File: src/common/apps_pkg.sv
// Package with constants and carrier types of the amplifier protection and power sequencer.
package apps_pkg;

   // Timing figures as given, and the clock they are counted in.
   localparam int unsigned CLK_HZ          = 125_000_000;
   localparam int unsigned CLK_PERIOD_NS   = 8;
   localparam int unsigned THERM_SAFE_MS   = 47;
   localparam int unsigned SHORT_DET_NS    = 14_000;
   localparam int unsigned SHORT_OFF_MS    = 47;
   localparam int unsigned PWRUP_US        = 3_400;
   localparam int unsigned PWRDN_NS        = 30_000;

   // Cycle counts derived from the figures.
   localparam int unsigned THERM_SAFE_CYC  = THERM_SAFE_MS * (CLK_HZ / 1_000);
   localparam int unsigned SHORT_DET_CYC   = (SHORT_DET_NS + CLK_PERIOD_NS - 1) / CLK_PERIOD_NS;
   localparam int unsigned SHORT_OFF_CYC   = SHORT_OFF_MS * (CLK_HZ / 1_000);
   localparam int unsigned PWRUP_CYC       = PWRUP_US * (CLK_HZ / 1_000_000);
   localparam int unsigned PWRDN_CYC       = PWRDN_NS / CLK_PERIOD_NS;

   // Spread spectrum sweep: centre and span in Hz, sweep step and dwell.
   localparam int unsigned PWM_CENTER_HZ   = 300_000;
   localparam int unsigned PWM_SPAN_HZ     = 15_000;
   localparam int unsigned PWM_STEP_HZ     = 1_000;
   localparam int unsigned PWM_DWELL_PER   = 4;
   localparam int unsigned FREQ_W          = 20;

   // Power sequencer states, Gray coded along off, ramp up, on, ramp down.
   typedef enum logic [1:0] {
      APPS_OFF  = 2'b00,
      APPS_UP   = 2'b01,
      APPS_ON   = 2'b11,
      APPS_DOWN = 2'b10
   } apps_seq_type;

   // Flags from the analog front end.
   typedef struct packed {
      logic temp_hot;
      logic temp_safe;
      logic short_det;
      logic uvlo;
   } apps_ana_type;

   // Protection state reported out.
   typedef struct packed {
      logic therm_off;
      logic short_off;
      logic uvlo_off;
      logic pwr_ready;
   } apps_stat_type;

endpackage

File: src/rtl/apps_prot_seq.sv
// Output driver protection and chip enable power sequencer of the amplifier.
// Operation
// - Drivers turn off at once when the overtemperature flag is raised.
// - After thermal shutdown, drivers return after the safe flag holds 47 ms.
// - A short flagged for 14 us turns drivers off for 47 ms.
// - When the off time ends, drivers come back and shorts are watched again.
// - Detect, off, retry repeats until the short is gone.
// - The overcurrent comparator flag is the short condition feeding the timer.
// - Undervoltage flag disables drivers while the control logic keeps running.
// - Power-on reset forces the whole block into power down.
// - After power-on reset drivers and bias stay powered down until enable is high; the PWM sweep keeps running.
// - Enable high runs a power-up sequence of 3.4 ms before output.
// - Enable low completes power down in about 30 us.
// - PWM oscillator sweeps 300 kHz plus or minus 15 kHz.
`timescale 1ns/1ps
module apps_prot_seq
   import apps_pkg::*;
#(
   parameter int unsigned THERM_CYC = THERM_SAFE_CYC,
   parameter int unsigned SOFF_CYC  = SHORT_OFF_CYC,
   parameter int unsigned SDET_CYC  = SHORT_DET_CYC,
   parameter int unsigned UP_CYC    = PWRUP_CYC,
   parameter int unsigned DOWN_CYC  = PWRDN_CYC,
   parameter int unsigned CNT_W     = 24
) (
   // Clock and power-on reset
   input  wire logic              clk,
   input  wire logic              rst_b,
   // Host chip enable
   input  wire logic              chip_en,
   // Analog flags
   input  wire apps_ana_type      ana,
   // Driver and bias control, status and PWM frequency word
   output logic                   drv_en,
   output logic                   bias_en,
   output apps_stat_type          status,
   output logic [FREQ_W-1:0]      pwm_freq_hz
);

   localparam logic [CNT_W-1:0] C_ONE   = CNT_W'(1);
   localparam logic [CNT_W-1:0] C_ZERO  = CNT_W'(0);
   localparam logic [CNT_W-1:0] C_THERM = CNT_W'(THERM_CYC);
   localparam logic [CNT_W-1:0] C_SOFF  = CNT_W'(SOFF_CYC);
   localparam logic [CNT_W-1:0] C_SDET  = CNT_W'(SDET_CYC);
   localparam logic [CNT_W-1:0] C_UP    = CNT_W'(UP_CYC);
   localparam logic [CNT_W-1:0] C_DOWN  = CNT_W'(DOWN_CYC);

   apps_seq_type     seq_r;
   logic [CNT_W-1:0] seq_cnt_r;
   logic             therm_off_r;
   logic [CNT_W-1:0] therm_cnt_r;
   logic             short_off_r;
   logic [CNT_W-1:0] sdet_cnt_r;
   logic [CNT_W-1:0] soff_cnt_r;
   logic             short_trip;
   logic             prot_any;

   // Power sequencer; reset is the power-on reset, so it lands in OFF.
   always_ff @(posedge clk or negedge rst_b) begin
      if (!rst_b) begin
         seq_r     <= APPS_OFF;
         seq_cnt_r <= C_ZERO;
      end else begin
         case (seq_r)
            APPS_OFF: begin
               seq_cnt_r <= C_ZERO;
               if (chip_en) begin
                  seq_r <= APPS_UP;
               end
            end
            APPS_UP: begin
               if (!chip_en) begin
                  seq_r     <= APPS_DOWN;
                  seq_cnt_r <= C_ZERO;
               end else if (seq_cnt_r == C_UP - C_ONE) begin
                  seq_r     <= APPS_ON;
                  seq_cnt_r <= C_ZERO;
               end else begin
                  seq_cnt_r <= seq_cnt_r + C_ONE;
               end
            end
            APPS_ON: begin
               seq_cnt_r <= C_ZERO;
               if (!chip_en) begin
                  seq_r <= APPS_DOWN;
               end
            end
            APPS_DOWN: begin
               if (seq_cnt_r == C_DOWN - C_ONE) begin
                  seq_r     <= APPS_OFF;
                  seq_cnt_r <= C_ZERO;
               end else begin
                  seq_cnt_r <= seq_cnt_r + C_ONE;
               end
            end
            default: begin
               seq_r     <= APPS_OFF;
               seq_cnt_r <= C_ZERO;
            end
         endcase
      end
   end

   // Thermal latch; any hot reading restarts the cool-down count.
   always_ff @(posedge clk or negedge rst_b) begin
      if (!rst_b) begin
         therm_off_r <= 1'b0;
         therm_cnt_r <= C_ZERO;
      end else if (ana.temp_hot) begin
         therm_off_r <= 1'b1;
         therm_cnt_r <= C_ZERO;
      end else if (therm_off_r) begin
         if (!ana.temp_safe) begin
            therm_cnt_r <= C_ZERO;
         end else if (therm_cnt_r == C_THERM - C_ONE) begin
            therm_off_r <= 1'b0;
            therm_cnt_r <= C_ZERO;
         end else begin
            therm_cnt_r <= therm_cnt_r + C_ONE;
         end
      end
   end

   // Short detect only counts while drivers actually run, so a retry sees the short afresh.
   assign short_trip = ana.short_det && (sdet_cnt_r == C_SDET - C_ONE);

   always_ff @(posedge clk or negedge rst_b) begin
      if (!rst_b) begin
         sdet_cnt_r <= C_ZERO;
      end else if (!ana.short_det || !drv_en || short_trip) begin
         sdet_cnt_r <= C_ZERO;
      end else begin
         sdet_cnt_r <= sdet_cnt_r + C_ONE;
      end
   end

   always_ff @(posedge clk or negedge rst_b) begin
      if (!rst_b) begin
         short_off_r <= 1'b0;
         soff_cnt_r  <= C_ZERO;
      end else if (short_off_r) begin
         if (soff_cnt_r == C_SOFF - C_ONE) begin
            short_off_r <= 1'b0;
            soff_cnt_r  <= C_ZERO;
         end else begin
            soff_cnt_r <= soff_cnt_r + C_ONE;
         end
      end else if (short_trip && drv_en) begin
         short_off_r <= 1'b1;
         soff_cnt_r  <= C_ZERO;
      end
   end

   assign prot_any = therm_off_r || short_off_r || ana.uvlo || ana.temp_hot;
   assign drv_en   = (seq_r == APPS_ON) && !prot_any;
   assign bias_en  = (seq_r == APPS_UP) || (seq_r == APPS_ON);

   always_ff @(posedge clk or negedge rst_b) begin
      if (!rst_b) begin
         status <= '0;
      end else begin
         status.therm_off <= therm_off_r;
         status.short_off <= short_off_r;
         status.uvlo_off  <= ana.uvlo;
         status.pwr_ready <= (seq_r == APPS_ON);
      end
   end

   apps_sweep u_sweep (
      .clk     (clk),
      .rst_b   (rst_b),
      .freq_hz (pwm_freq_hz)
   );

   AST_HOT_OFF: assert property (@(posedge clk) disable iff (!rst_b)
      ana.temp_hot |-> !drv_en)
      else $error("Drivers on while overtemperature flagged.");

   AST_THERM_HOLD: assert property (@(posedge clk) disable iff (!rst_b)
      $fell(therm_off_r) |-> $past(ana.temp_safe) && !$past(ana.temp_hot))
      else $error("Thermal release without safe temperature.");

   AST_SHORT_TRIP: assert property (@(posedge clk) disable iff (!rst_b)
      $rose(short_off_r) |-> $past(ana.short_det) && $past(sdet_cnt_r) == C_SDET - C_ONE)
      else $error("Short off without full detect time.");

   AST_SHORT_RELEASE: assert property (@(posedge clk) disable iff (!rst_b)
      $fell(short_off_r) |-> $past(soff_cnt_r) == C_SOFF - C_ONE)
      else $error("Short off interval wrong length.");

   AST_SHORT_DRV: assert property (@(posedge clk) disable iff (!rst_b)
      short_off_r |-> !drv_en)
      else $error("Drivers on during short off interval.");

   AST_UVLO_OFF: assert property (@(posedge clk) disable iff (!rst_b)
      ana.uvlo |-> !drv_en)
      else $error("Drivers on under undervoltage.");

   AST_STAY_OFF: assert property (@(posedge clk) disable iff (!rst_b)
      (seq_r == APPS_OFF) && !chip_en |=> seq_r == APPS_OFF)
      else $error("Left power down without enable.");

   AST_UP_TIME: assert property (@(posedge clk) disable iff (!rst_b)
      (seq_r == APPS_ON) && $past(seq_r) == APPS_UP |-> $past(seq_cnt_r) == C_UP - C_ONE)
      else $error("Power-up sequence wrong length.");

   AST_DOWN_TIME: assert property (@(posedge clk) disable iff (!rst_b)
      (seq_r == APPS_OFF) && $past(seq_r) == APPS_DOWN |-> $past(seq_cnt_r) == C_DOWN - C_ONE)
      else $error("Power-down sequence wrong length.");

   AST_DRV_READY: assert property (@(posedge clk) disable iff (!rst_b)
      drv_en |-> seq_r == APPS_ON && !therm_off_r && !short_off_r)
      else $error("Drivers on outside ready state.");

   AST_THERM_LATCH: assert property (@(posedge clk) disable iff (!rst_b)
      ana.temp_hot |=> therm_off_r)
      else $error("Overtemperature not latched.");

   AST_SHORT_RETRY: assert property (@(posedge clk) disable iff (!rst_b)
      $fell(short_off_r) |-> sdet_cnt_r == C_ZERO)
      else $error("Short detect count not restarted after off interval.");

   AST_UP_START: assert property (@(posedge clk) disable iff (!rst_b)
      $rose(bias_en) |-> $past(seq_r) == APPS_OFF && $past(chip_en))
      else $error("Power-up started without enable.");

endmodule // apps_prot_seq

File: src/rtl/apps_sweep.sv
// Triangle sweep of the PWM oscillator frequency word for spread spectrum.
`timescale 1ns/1ps
module apps_sweep
   import apps_pkg::*;
#(
   parameter int unsigned CENTER_HZ = PWM_CENTER_HZ,
   parameter int unsigned SPAN_HZ   = PWM_SPAN_HZ,
   parameter int unsigned STEP_HZ   = PWM_STEP_HZ,
   parameter int unsigned DWELL_CYC = PWM_DWELL_PER * (CLK_HZ / PWM_CENTER_HZ)
) (
   // Clock and reset
   input  wire logic              clk,
   input  wire logic              rst_b,
   // Frequency word in Hz
   output logic [FREQ_W-1:0]      freq_hz
);

   localparam logic [FREQ_W-1:0] F_LO   = FREQ_W'(CENTER_HZ - SPAN_HZ);
   localparam logic [FREQ_W-1:0] F_HI   = FREQ_W'(CENTER_HZ + SPAN_HZ);
   localparam logic [FREQ_W-1:0] F_STEP = FREQ_W'(STEP_HZ);
   localparam logic [FREQ_W-1:0] F_MID  = FREQ_W'(CENTER_HZ);
   localparam logic [15:0]       DWELL  = 16'(DWELL_CYC - 1);

   logic [15:0] dwell_r;
   logic        up_r;

   always_ff @(posedge clk or negedge rst_b) begin
      if (!rst_b) begin
         dwell_r <= 16'h0000;
      end else if (dwell_r == DWELL) begin
         dwell_r <= 16'h0000;
      end else begin
         dwell_r <= dwell_r + 16'h0001;
      end
   end

   // The word bounces between the two edges of the band.
   always_ff @(posedge clk or negedge rst_b) begin
      if (!rst_b) begin
         freq_hz <= F_MID;
         up_r    <= 1'b1;
      end else if (dwell_r == DWELL) begin
         if (up_r) begin
            if (freq_hz + F_STEP >= F_HI) begin
               freq_hz <= F_HI;
               up_r    <= 1'b0;
            end else begin
               freq_hz <= freq_hz + F_STEP;
            end
         end else begin
            if (freq_hz <= F_LO + F_STEP) begin
               freq_hz <= F_LO;
               up_r    <= 1'b1;
            end else begin
               freq_hz <= freq_hz - F_STEP;
            end
         end
      end
   end

   AST_SWEEP_BAND: assert property (@(posedge clk) disable iff (!rst_b)
      freq_hz >= F_LO && freq_hz <= F_HI)
      else $error("Sweep frequency left the band.");

endmodule // apps_sweep

File: config.mk
export PLATFORM = sky130hd
export DESIGN_NAME = apps_prot_seq
export DESIGN_NICKNAME = d
export VERILOG_FILES = /design/src/common/apps_pkg.sv /design/src/rtl/apps_prot_seq.sv /design/src/rtl/apps_sweep.sv
export SDC_FILE = /design/constraint.sdc
export NUM_CORES = 1
export LEC_CHECK = 0
export ABC_CLOCK_PERIOD_IN_PS = 2400
export BUFFER_PORTS_ARGS = -buffer_cell sky130_fd_sc_hd__buf_2
export CORE_AREA = 2 2 151 182
export CTS_CLUSTER_SIZE = 20
export DETAILED_ROUTE_END_ITERATION = 7
export DIE_AREA = 0 0 153 184
export PLACE_DENSITY = 0.46
export SYNTH_ARGS = -nofsm -noshare
export SYNTH_HDL_FRONTEND = slang
export SYNTH_HIERARCHICAL = 1
export SYNTH_SLANG_ARGS = --single-unit
File: constraint.sdc
create_clock -name clk -period 2.4 [get_ports clk]
set_clock_uncertainty 0.15 [all_clocks]
set_input_delay 0.48 -clock clk [delete_from_list [all_inputs] [get_ports clk]]
set_output_delay 0.48 -clock clk [all_outputs]
set_load 0.02 [all_outputs]
==> impl_metrics.json, run 1 <==
{
  "crit_slowest_cell": "or4_1",
  "crit_path_max_incr_delay_ns": 0.50,
  "routed_wl_um": 22200,
  "ys.flop_type": "dfrtp_1",
  "grtUsageMet2_pct": 28.3,
  "grt_first_pass_wirelength_um": 37500,
  "cts.sinks": 138,
  "num_rows": 65,
  "end_kind": "register",
  "path_cells": "buf_4 -> ha_1 -> nand3b_1 -> a211o_1 -> a21oi_2 -> nand2b_1 -> or4_1 -> nand3b_1",
  "period_minus_slack_ns": 2.48,
  "synth_warnings": 6,
  "diodes": 0,
  "synth.avg_cell_area_um2": 9.15,
  "synth_enable_flop_cells": 0,
  "setup_viol": 12,
  "final_hold_viol_count": 0,
  "drc": 0,
  "synthArstFlopShare_pct": 100,
  "insertion_delay_ns": 0.44,
  "crit_top_cell": "nand3b_1",
  "path_delay_family": "simple AND/OR/NAND/NOR gates",
  "cts_buffers": 17,
  "failed_checks": "setup timing",
  "cts_tree": "done",
  "cp_max_fo": 7,
  "ys_seq_area_share_pct": 41.6,
  "fp.dieH_um": 184,
  "busiest_layer": "met2",
  "yosysTopAreaCell": "dfrtp_1",
  "vdd_ir_drop_max_mv": 0.415,
  "chipWidth_um": 153,
  "grt_pass1_vias": 7232,
  "power.total_mw": 4.96,
  "postRouteAntennaNets": 0,
  "viasPerCell": 5.17,
  "ctsHtreeMaxLevel": 4,
  "arrival_ns": 2.69,
  "gp_congestion": 0.800,
  "min_path_type": "input pin to register",
  "drive_gt1_share_pct": 29.5,
  "synth_cell_types": 92,
  "tns_ns": -0.444,
  "fin_crit_sh_pct": 103,
  "clock_path_buffers": 2,
  "wl_per_cell_um": 15.7,
  "core_mm2": 0.0263,
  "syn_area_mm2": 0.00833,
  "synth_top_cell_area_share_pct": 38.8,
  "met3_usage_pct": 2.99,
  "cp.required_ns": 2.62,
  "power.density_mw_per_mm2": 459,
  "final_max_slew_viol_count": 0,
  "crit_buf_inv": 1,
  "post-place-cells": 1364,
  "track_usage_pct": 16.4,
  "io_buffers": 29,
  "overflow": 0,
  "synth_area_leaders": "dfrtp_1 39%, nor2_1 4.3%, xor2_1 4.1%, xnor2_1 3.4%, nand2_1 3.2%",
  "outcome": "complete, but fails checks",
  "crit_type": "register to register",
  "layout-area-overhead-vs-synth_pct": 29.8,
  "via_count": 7304,
  "clock.fmax_ghz": 0.404,
  "syn_inst": 910,
  "nets": 1084,
  "crit_path_start_kind": "register",
  "num_io_pins": 33,
  "grt_use_met1_pct": 21.1,
  "grt_max_degree": 42,
  "initial_core_util_pct": 31.7,
  "dp_hpwl_um": 15800,
  "cts-root-buf": "clkbuf_16",
  "clk_pin_slew_worst_paths_ns": 0.06,
  "rsz0062_at_grt": "true",
  "first_pass_iters": 4,
  "setup_slack_ns": -0.0774,
  "grt_antenna_before_repair": 0,
  "ys_ff_latch": 138,
  "final_cells": 1414,
  "die_area_mm2": 0.0282,
  "leakagePower_nw": 4.72,
  "drt_first_iter_violations": 338,
  "drv_cap": 0
}
==> worst reg2reg max path: stages, from the launching register on <==
cell and delay (ns):
dfrtp_2 0.48, buf_4 0.16, ha_1 0.16, nand3b_1 0.17, a211o_1 0.32, a21oi_2 0.19
nand2b_1 0.16, or4_1 0.50, nand3b_1 0.12
==> per-stage QoR <==
| step | utilization (%) | hold WS, ns | area (µm²) | worst slack (ns) |
|---|---|---|---|---|
| 2_1_floorplan | - | 0.0344 | 8410 | -0.0353 |
| 3_3_place_gp | 37.4 | 0.281 | 9820 | -0.104 |
| 3_5_place_dp | 37.4 | 0.287 | 9820 | -0.121 |
| 4_1_cts | 40.5 | 0.0576 | 10600 | -0.0576 |
| 5_1_grt | 41.1 | 0.0536 | 10800 | -0.173 |
| 6_report | 41.1 | 0.0687 | 10800 | -0.0774 |
==> layer usage <==
metal	up-vias	part of all wire [%]	wire length, µm
li1	3649	-	-
met1	3548	46	10100
met2	89	50	11100
met3	18	2.9	649
met4	0	1.4	315
met5	-	0	0
==> sequential cells by signal, summed over array words and instances (netlist names), 2 cells and up <==
signal           flops
seq_r                2
therm_cnt_r         24
u_sweep/freq_hz     17
soff_cnt_r          24
sdet_cnt_r          24
status               4
seq_cnt_r           24
u_sweep/dwell_r     16
==> path summary, 6_finish.rpt <==
check,startpoint,to,slack (ns),depth (start not counted)
worst min register to register,therm_off_r,status[3],0.31,0
worst max register to register,u_sweep/freq_hz[4],u_sweep/freq_hz[7],-0.08,8
worst max-delay path,u_sweep/freq_hz[4],u_sweep/freq_hz[7],-0.08,8
min in group asynchronous,rst_b,seq_cnt_r[19],0.42,2
worst min-delay path,ana[0],status[1],0.07,1
max in group asynchronous,rst_b,u_sweep/up_r,1.05,3
==> cells in the final DEF, fill, tap and decap left out, types with 8 or more instances in the layout <==
master	n
nand3_1	46
inv_1	20
nand4_1	34
and2_1	8
o21ai_0	27
a21o_1	11
ha_1	10
buf_2	27
buf_6	10
a21oi_1	34
nor4_1	17
clkbuf_16	17
nor3_1	43
nor2_1	92
buf_12	8
xor2_1	39
dfrtp_1	126
xnor2_1	32
dfstp_2	9
or3_1	9
a211o_1	16
and4_1	14
and3_1	30
nand2_1	69
buf_4	139
==> synth_stat cells (11+ instances only) <==
master / n
and4_1: 14
or3_1: 12
ha_1: 11
nand2_1: 71
inv_1: 20
xnor2_1: 32
xor2_1: 39
nand4_1: 34
clkbuf_1: 27
o21ai_0: 32
a21oi_1: 37
dfrtp_1: 129
a211o_1: 16
nor4_1: 19
nor2_1: 96
nand3_1: 48
a21o_1: 11
and2_1: 11
nor3_1: 45
and3_1: 30
==> area by class of cell <==
cell class	instances	area [µm²]
Timing Repair Buffer	185	1460
Clock buffer	17	425
Fill cell	2609	15500
Sequential cell	138	3470
Tap cell	335	419
Clock inverter	15	130
Multi-Input combinational cell	704	4830
Inverter	20	75.1
==> logic make-up after synthesis <==
kind of cell	share of synthesized area [%]
AO/OA/AOI/OAI	15.0
XOR/XNOR	7.47
adder cells (fa/ha/maj)	1.65
buffers and inverters	4.13
flip-flops	41.6
multiplexers	0.391
other	0.0450
AND/OR/NAND/NOR	29.7
==> power breakdown <==
group	leakage [nW]	internal, mW	switching [mW]
Combinational	2.63	0.0309	0.0766
Sequential	1.82	2.33	0.00132
Clock	0.270	1.36	1.16
==> timing repair <==
action	CTS	global route
buffers inserted	11	8
hold buffers	1	0
setup endpoints to repair	17	75
gates resized for setup	38	30
gates cloned	0	0
pin swaps	26	11
endpoints found under the hold margin	37	0
Note: power is estimated with default switching activity, not from simulation.
==> run 2, diff against run 1 <==
- REMOVE_ABC_BUFFERS: default -> 1
==> run 2 against run 1 <==
Net effect: the flow still finishes with violations (setup timing); total power up 7.4%; critical endpoint is now u_sweep/freq_hz[12]; clock power up 15%; critical path type unchanged; critical path depth is 2 higher; wire length rose by 3.8%; largest power group unchanged.
==> impl_metrics.json, run 2 (synthesized netlist as in run 1, its figures left out) <==
{
  "outcome": "complete, but fails checks",
  "failed_checks": "setup timing",
  "cts-root-buf": "clkbuf_16",
  "final_hold_viol_count": 0,
  "layout_commonest_cell": "buf_4",
  "rsz0062_at_grt": "true",
  "via_count": 7407,
  "nets": 1106,
  "crit_slowest_cell": "dfrtp_1",
  "path_delay_family": "compound AO/OA/AOI/OAI gates",
  "clock.fmax_ghz": 0.397,
  "grt_first_pass_wirelength_um": 38700,
  "leakagePower_nw": 4.87,
  "gp_congestion": 0.801,
  "num_rows": 65,
  "initial_core_util_pct": 31.7,
  "track_usage_pct": 16.9,
  "grt_max_degree": 43,
  "clk_pin_slew_worst_paths_ns": 0.06,
  "drv_cap": 0,
  "cp.required_ns": 2.61,
  "grt_antenna_before_repair": 0,
  "drt_first_iter_violations": 382,
  "crit_type": "register to register",
  "drc": 0,
  "setup_viol": 16,
  "final_cell_mix": "159 x buf_4, 128 x dfrtp_1, 94 x nor2_1, 70 x nand2_1, 47 x nand3_1",
  "fp.dieH_um": 184,
  "diodes": 0,
  "crit_buf_inv": 2,
  "min_path_type": "input pin to register",
  "grt_pass1_vias": 7434,
  "chipWidth_um": 153,
  "num_io_pins": 33,
  "cts_buffers": 17,
  "power.total_mw": 5.33,
  "drive_gt1_share_pct": 29.7,
  "cts_tree": "done",
  "postRouteAntennaNets": 0,
  "fin_crit_sh_pct": 105,
  "die_area_mm2": 0.0282,
  "dp_hpwl_um": 16200,
  "cts.sinks": 138,
  "arrival_ns": 2.73,
  "power.density_mw_per_mm2": 486,
  "path_cells": "buf_4 -> ha_2 -> nor2_2 -> and2_1 -> o31a_1 -> nor3b_2 -> o21ai_4 -> a21oi_4 -> buf_12 -> o221a_1",
  "io_buffers": 29,
  "period_minus_slack_ns": 2.52,
  "wl_per_cell_um": 16.0,
  "first_pass_iters": 4,
  "insertion_delay_ns": 0.43,
  "crit_path_max_incr_delay_ns": 0.39,
  "core_mm2": 0.0263,
  "end_kind": "register",
  "cp_max_fo": 5,
  "final_max_slew_viol_count": 0,
  "setup_slack_ns": -0.116,
  "final_cell_area_mm2": 0.0110,
  "routed_wl_um": 23000,
  "crit_path_start_kind": "register",
  "ctsHtreeMaxLevel": 4,
  "clock_path_buffers": 2,
  "viasPerCell": 5.16,
  "layout-area-overhead-vs-synth_pct": 31.5,
  "tns_ns": -0.982,
  "overflow": 0,
  "vdd_ir_drop_max_mv": 0.390,
  "placedInstanceArea_mm2": 0.00996
}
run 2: through the flow:
| step | hold slack, ns | instances | utilization [%] | setup WS (ns) |
|---|---|---|---|---|
| finish | 0.0818 | 1436 | 41.7 | -0.116 |
| global placement | 0.282 | 1386 | 37.9 | -0.237 |
| floorplan | 0.0344 | 862 | - | -0.884 |
| detailed placement | 0.281 | 1386 | 37.9 | -0.248 |
| global route | 0.0646 | 1436 | 41.7 | -0.219 |
| CTS | 0.0652 | 1428 | 41.1 | -0.0982 |
run 2: report_power, final:
group / total [mW] / leakage (nW) / switching, mW / internal [mW]
Sequential: 2.33 / 1.83 / 0.00148 / 2.33
Combinational: 0.103 / 2.73 / 0.0752 / 0.0282
Clock: 2.89 / 0.318 / 1.09 / 1.81
run 2: metal layers:
metal / up-vias / GRT usage, % / routed length (µm)
met5: - / 0 / 0
met4: 0 / 5.67 / 408
met3: 24 / 2.66 / 507
met2: 82 / 29.2 / 11400
met1: 3605 / 21.7 / 10700
li1: 3696 / - / -
run 2: cell type report:
type                       instances  area (µm²)
fill                            2649       15300
tap                              335         419
clock buffer                      19         453
timing repair buffer             205        1610
multi-input combinational        706        4740
sequential                       138        3470
clock inverter                    13         188
inverter                          20        75.1
run 2: worst reg2reg max path: stages (launching register included):
cell     delay (ns)
dfrtp_1        0.39
buf_4          0.13
ha_2           0.20
nor2_2         0.06
and2_1         0.20
o31a_1         0.36
nor3b_2        0.30
o21ai_4        0.15
a21oi_4        0.18
buf_12         0.15
o221a_1        0.18
run 2: timing repair:
item,4_1_cts,5_1_grt
resized for setup,27,25
pin swaps,13,15
endpoints found under the hold margin,31,0
hold buffers,1,0
endpoints found under the setup margin,40,63
cloned,0,2
setup buffers,9,6
run 2: final timing paths:
check / start / depth (start not counted) / end / slack (ns)
min in group asynchronous: rst_b / 2 / status[3] / 0.40
worst min register to register: u_sweep/dwell_r[15] / 1 / u_sweep/dwell_r[15] / 0.33
worst max-delay path: u_sweep/freq_hz[4] / 10 / u_sweep/freq_hz[12] / -0.12
max in group asynchronous: rst_b / 3 / soff_cnt_r[10] / 1.05
worst max register to register: u_sweep/freq_hz[4] / 10 / u_sweep/freq_hz[12] / -0.12
worst min-delay path: ana[0] / 1 / status[1] / 0.08
==> run 3, diff against run 2 <==
- CELL_PAD_IN_SITES_DETAIL_PLACEMENT: default -> 0
- CELL_PAD_IN_SITES_GLOBAL_PLACEMENT: default -> 1
- GPL_TIMING_DRIVEN: default -> 0
- PLACE_DENSITY: 0.46 -> 0.56
- REMOVE_ABC_BUFFERS: 1 -> default
==> run 3 against run 2 <==
Net effect: the flow still finishes with violations (setup timing); hold slack improved by 0.0085 ns; setup slack got worse by 0.067 ns; global-route usage shrank 0.37 points; clock power shrank 9.0%; wire length grew 1.2%; die area unchanged; critical path type unchanged; critical endpoint is now u_sweep/freq_hz[16].
==> impl_metrics.json, run 3 (synthesized netlist as in run 1, its figures left out) <==
{
  "outcome": "complete, but fails checks",
  "failed_checks": "setup timing",
  "gp_congestion": 0.768,
  "initial_core_util_pct": 31.7,
  "fin_hold_ws_ns": 0.0903,
  "viasPerCell": 5.37,
  "rsz0062_at_grt": "true",
  "num_rows": 65,
  "clock.fmax_ghz": 0.387,
  "grt_first_pass_wirelength_um": 37700,
  "path_cells": "a2111oi_4 -> buf_4 -> and2_4 -> or3_4 -> and2_4 -> o21ai_4 -> buf_6 -> o221ai_1 -> a31o_1",
  "final_cells": 1376,
  "clk_pin_slew_worst_paths_ns": 0.06,
  "cp_max_fo": 6,
  "final_hold_viol_count": 0,
  "cp.required_ns": 2.56,
  "ctsHtreeMaxLevel": 4,
  "cts-root-buf": "clkbuf_16",
  "cts_tree": "done",
  "layout-area-overhead-vs-synth_pct": 28.7,
  "detailedPlace.worstSlack_ns": -0.383,
  "leakagePower_nw": 4.54,
  "overflow": 0,
  "layout_commonest_cell": "dfrtp_1",
  "fp.dieH_um": 184,
  "pwr-share-comb_pct": 2.0,
  "diodes": 0,
  "period_minus_slack_ns": 2.58,
  "power.density_mw_per_mm2": 472,
  "post-place-cells": 1277,
  "path_delay_family": "simple AND/OR/NAND/NOR gates",
  "postRouteAntennaNets": 0,
  "busiest_layer": "met2",
  "drv_cap": 0,
  "seq_power_share_pct": 46.1,
  "insertion_delay_ns": 0.42,
  "grt_max_degree": 87,
  "dp_hpwl_um": 15500,
  "die_area_mm2": 0.0282,
  "arrival_ns": 2.75,
  "switching_share_pct": 22.6,
  "core_mm2": 0.0263,
  "nets": 1046,
  "met3_usage_pct": 2.81,
  "drive_gt1_share_pct": 28.6,
  "fin_crit_sh_pct": 108,
  "slew_headroom_pct": 51.9,
  "end_kind": "register",
  "min_path_type": "input pin to register",
  "crit_slowest_cell": "dfstp_2",
  "num_io_pins": 33,
  "grtUsageMet2_pct": 28.1,
  "crit_path_max_incr_delay_ns": 0.65,
  "crit_top_cell": "and2_4",
  "track_usage_pct": 16.6,
  "cts_buffers": 17,
  "pwr-share-clk_pct": 52.0,
  "final_cell_mix": "117 x dfrtp_1, 92 x nor2_1, 70 x nand2_1, 61 x buf_4",
  "setup_viol": 16,
  "grt_pass1_vias": 7142,
  "grt_use_met1_pct": 21.3,
  "clock_path_buffers": 2,
  "cts.sinks": 138,
  "routed_wl_um": 23300,
  "first_pass_iters": 4,
  "crit_buf_inv": 2,
  "chipWidth_um": 153,
  "ff2ff_setup_slack_ns": -0.18,
  "tightest_slew_ns": 0.719,
  "p_sw_mw": 1.15,
  "io_buffers": 29,
  "setup_slack_ns": -0.183,
  "p_int_mw": 3.92,
  "crit_type": "register to register",
  "vdd_ir_drop_max_mv": 0.407,
  "grt_antenna_before_repair": 0,
  "wl_per_cell_um": 16.9,
  "via_count": 7393,
  "drc": 0,
  "drt_first_iter_violations": 327,
  "final_max_slew_viol_count": 0,
  "crit_path_start_kind": "register"
}
-- run 3: cell types whose count changed in the layout (fill, tap and decap cells not counted), sizes merged --
cell,before,now
clkinv,5,8
bufinv,4,2
clkinvlp,0,1
inv,24,23
and2b,3,1
clkbuf,19,40
buf,204,124
-- run 3: area by class of cell --
cell class                 count  area [µm²]
fill                        2638       15500
multi-input combinational    704        4990
sequential                   138        3480
timing repair buffer         100         817
clock buffer                  18         439
tap                          335         419
buffer                        47         355
clock inverter                14         145
inverter                      20        77.6
-- run 3: worst paths after layout --
path,startpoint,to,cells after the start
worst min-delay path,ana[0],status[1],1
worst max-delay path,u_sweep/freq_hz[7],u_sweep/freq_hz[16],9
worst max register to register,u_sweep/freq_hz[7],u_sweep/freq_hz[16],9
max in group asynchronous,rst_b,u_sweep/up_r,3
min in group asynchronous,rst_b,soff_cnt_r[20],2
worst min register to register,u_sweep/dwell_r[6],u_sweep/dwell_r[6],1
-- run 3: timing repair --
action,4_1_cts,5_1_grt
endpoints found under the setup margin,81,98
hold buffers,1,0
gates resized for setup,81,66
endpoints found under the hold margin,50,0
cloned,1,1
pin swaps,37,29
buffers inserted,50,18
-- run 3: through the flow --
step / utilization [%] / TNS (ns) / total power [mW] / cell area [µm²]
global route: 40.8 / -3.02 / 5.27 / 10700
global placement: 34.2 / -218.75 / 2.47 / 8980
finish: 40.8 / -1.63 / 5.06 / 10700
CTS: 39.4 / -0.961 / 5.15 / 10300
detailed placement: 34.3 / -15.13 / 2.47 / 9010
floorplan: - / -0.0750 / 2.40 / 8410
-- run 3: power groups by stage --
stage	Combinational [mW]	Clock, mW	Sequential, mW
global route	0.116	2.83	2.33
global placement	0.0936	0	2.37
detailed placement	0.0998	0	2.37
floorplan	0.0260	0	2.38
finish	0.0993	2.63	2.33
CTS	0.102	2.72	2.33
-- run 3: routing by layer --
metal  up-vias  wire length (µm)
li1       3575                 -
met1      3687             10800
met2       103             11400
met3        28               559
met4         0               485
met5         -                 0
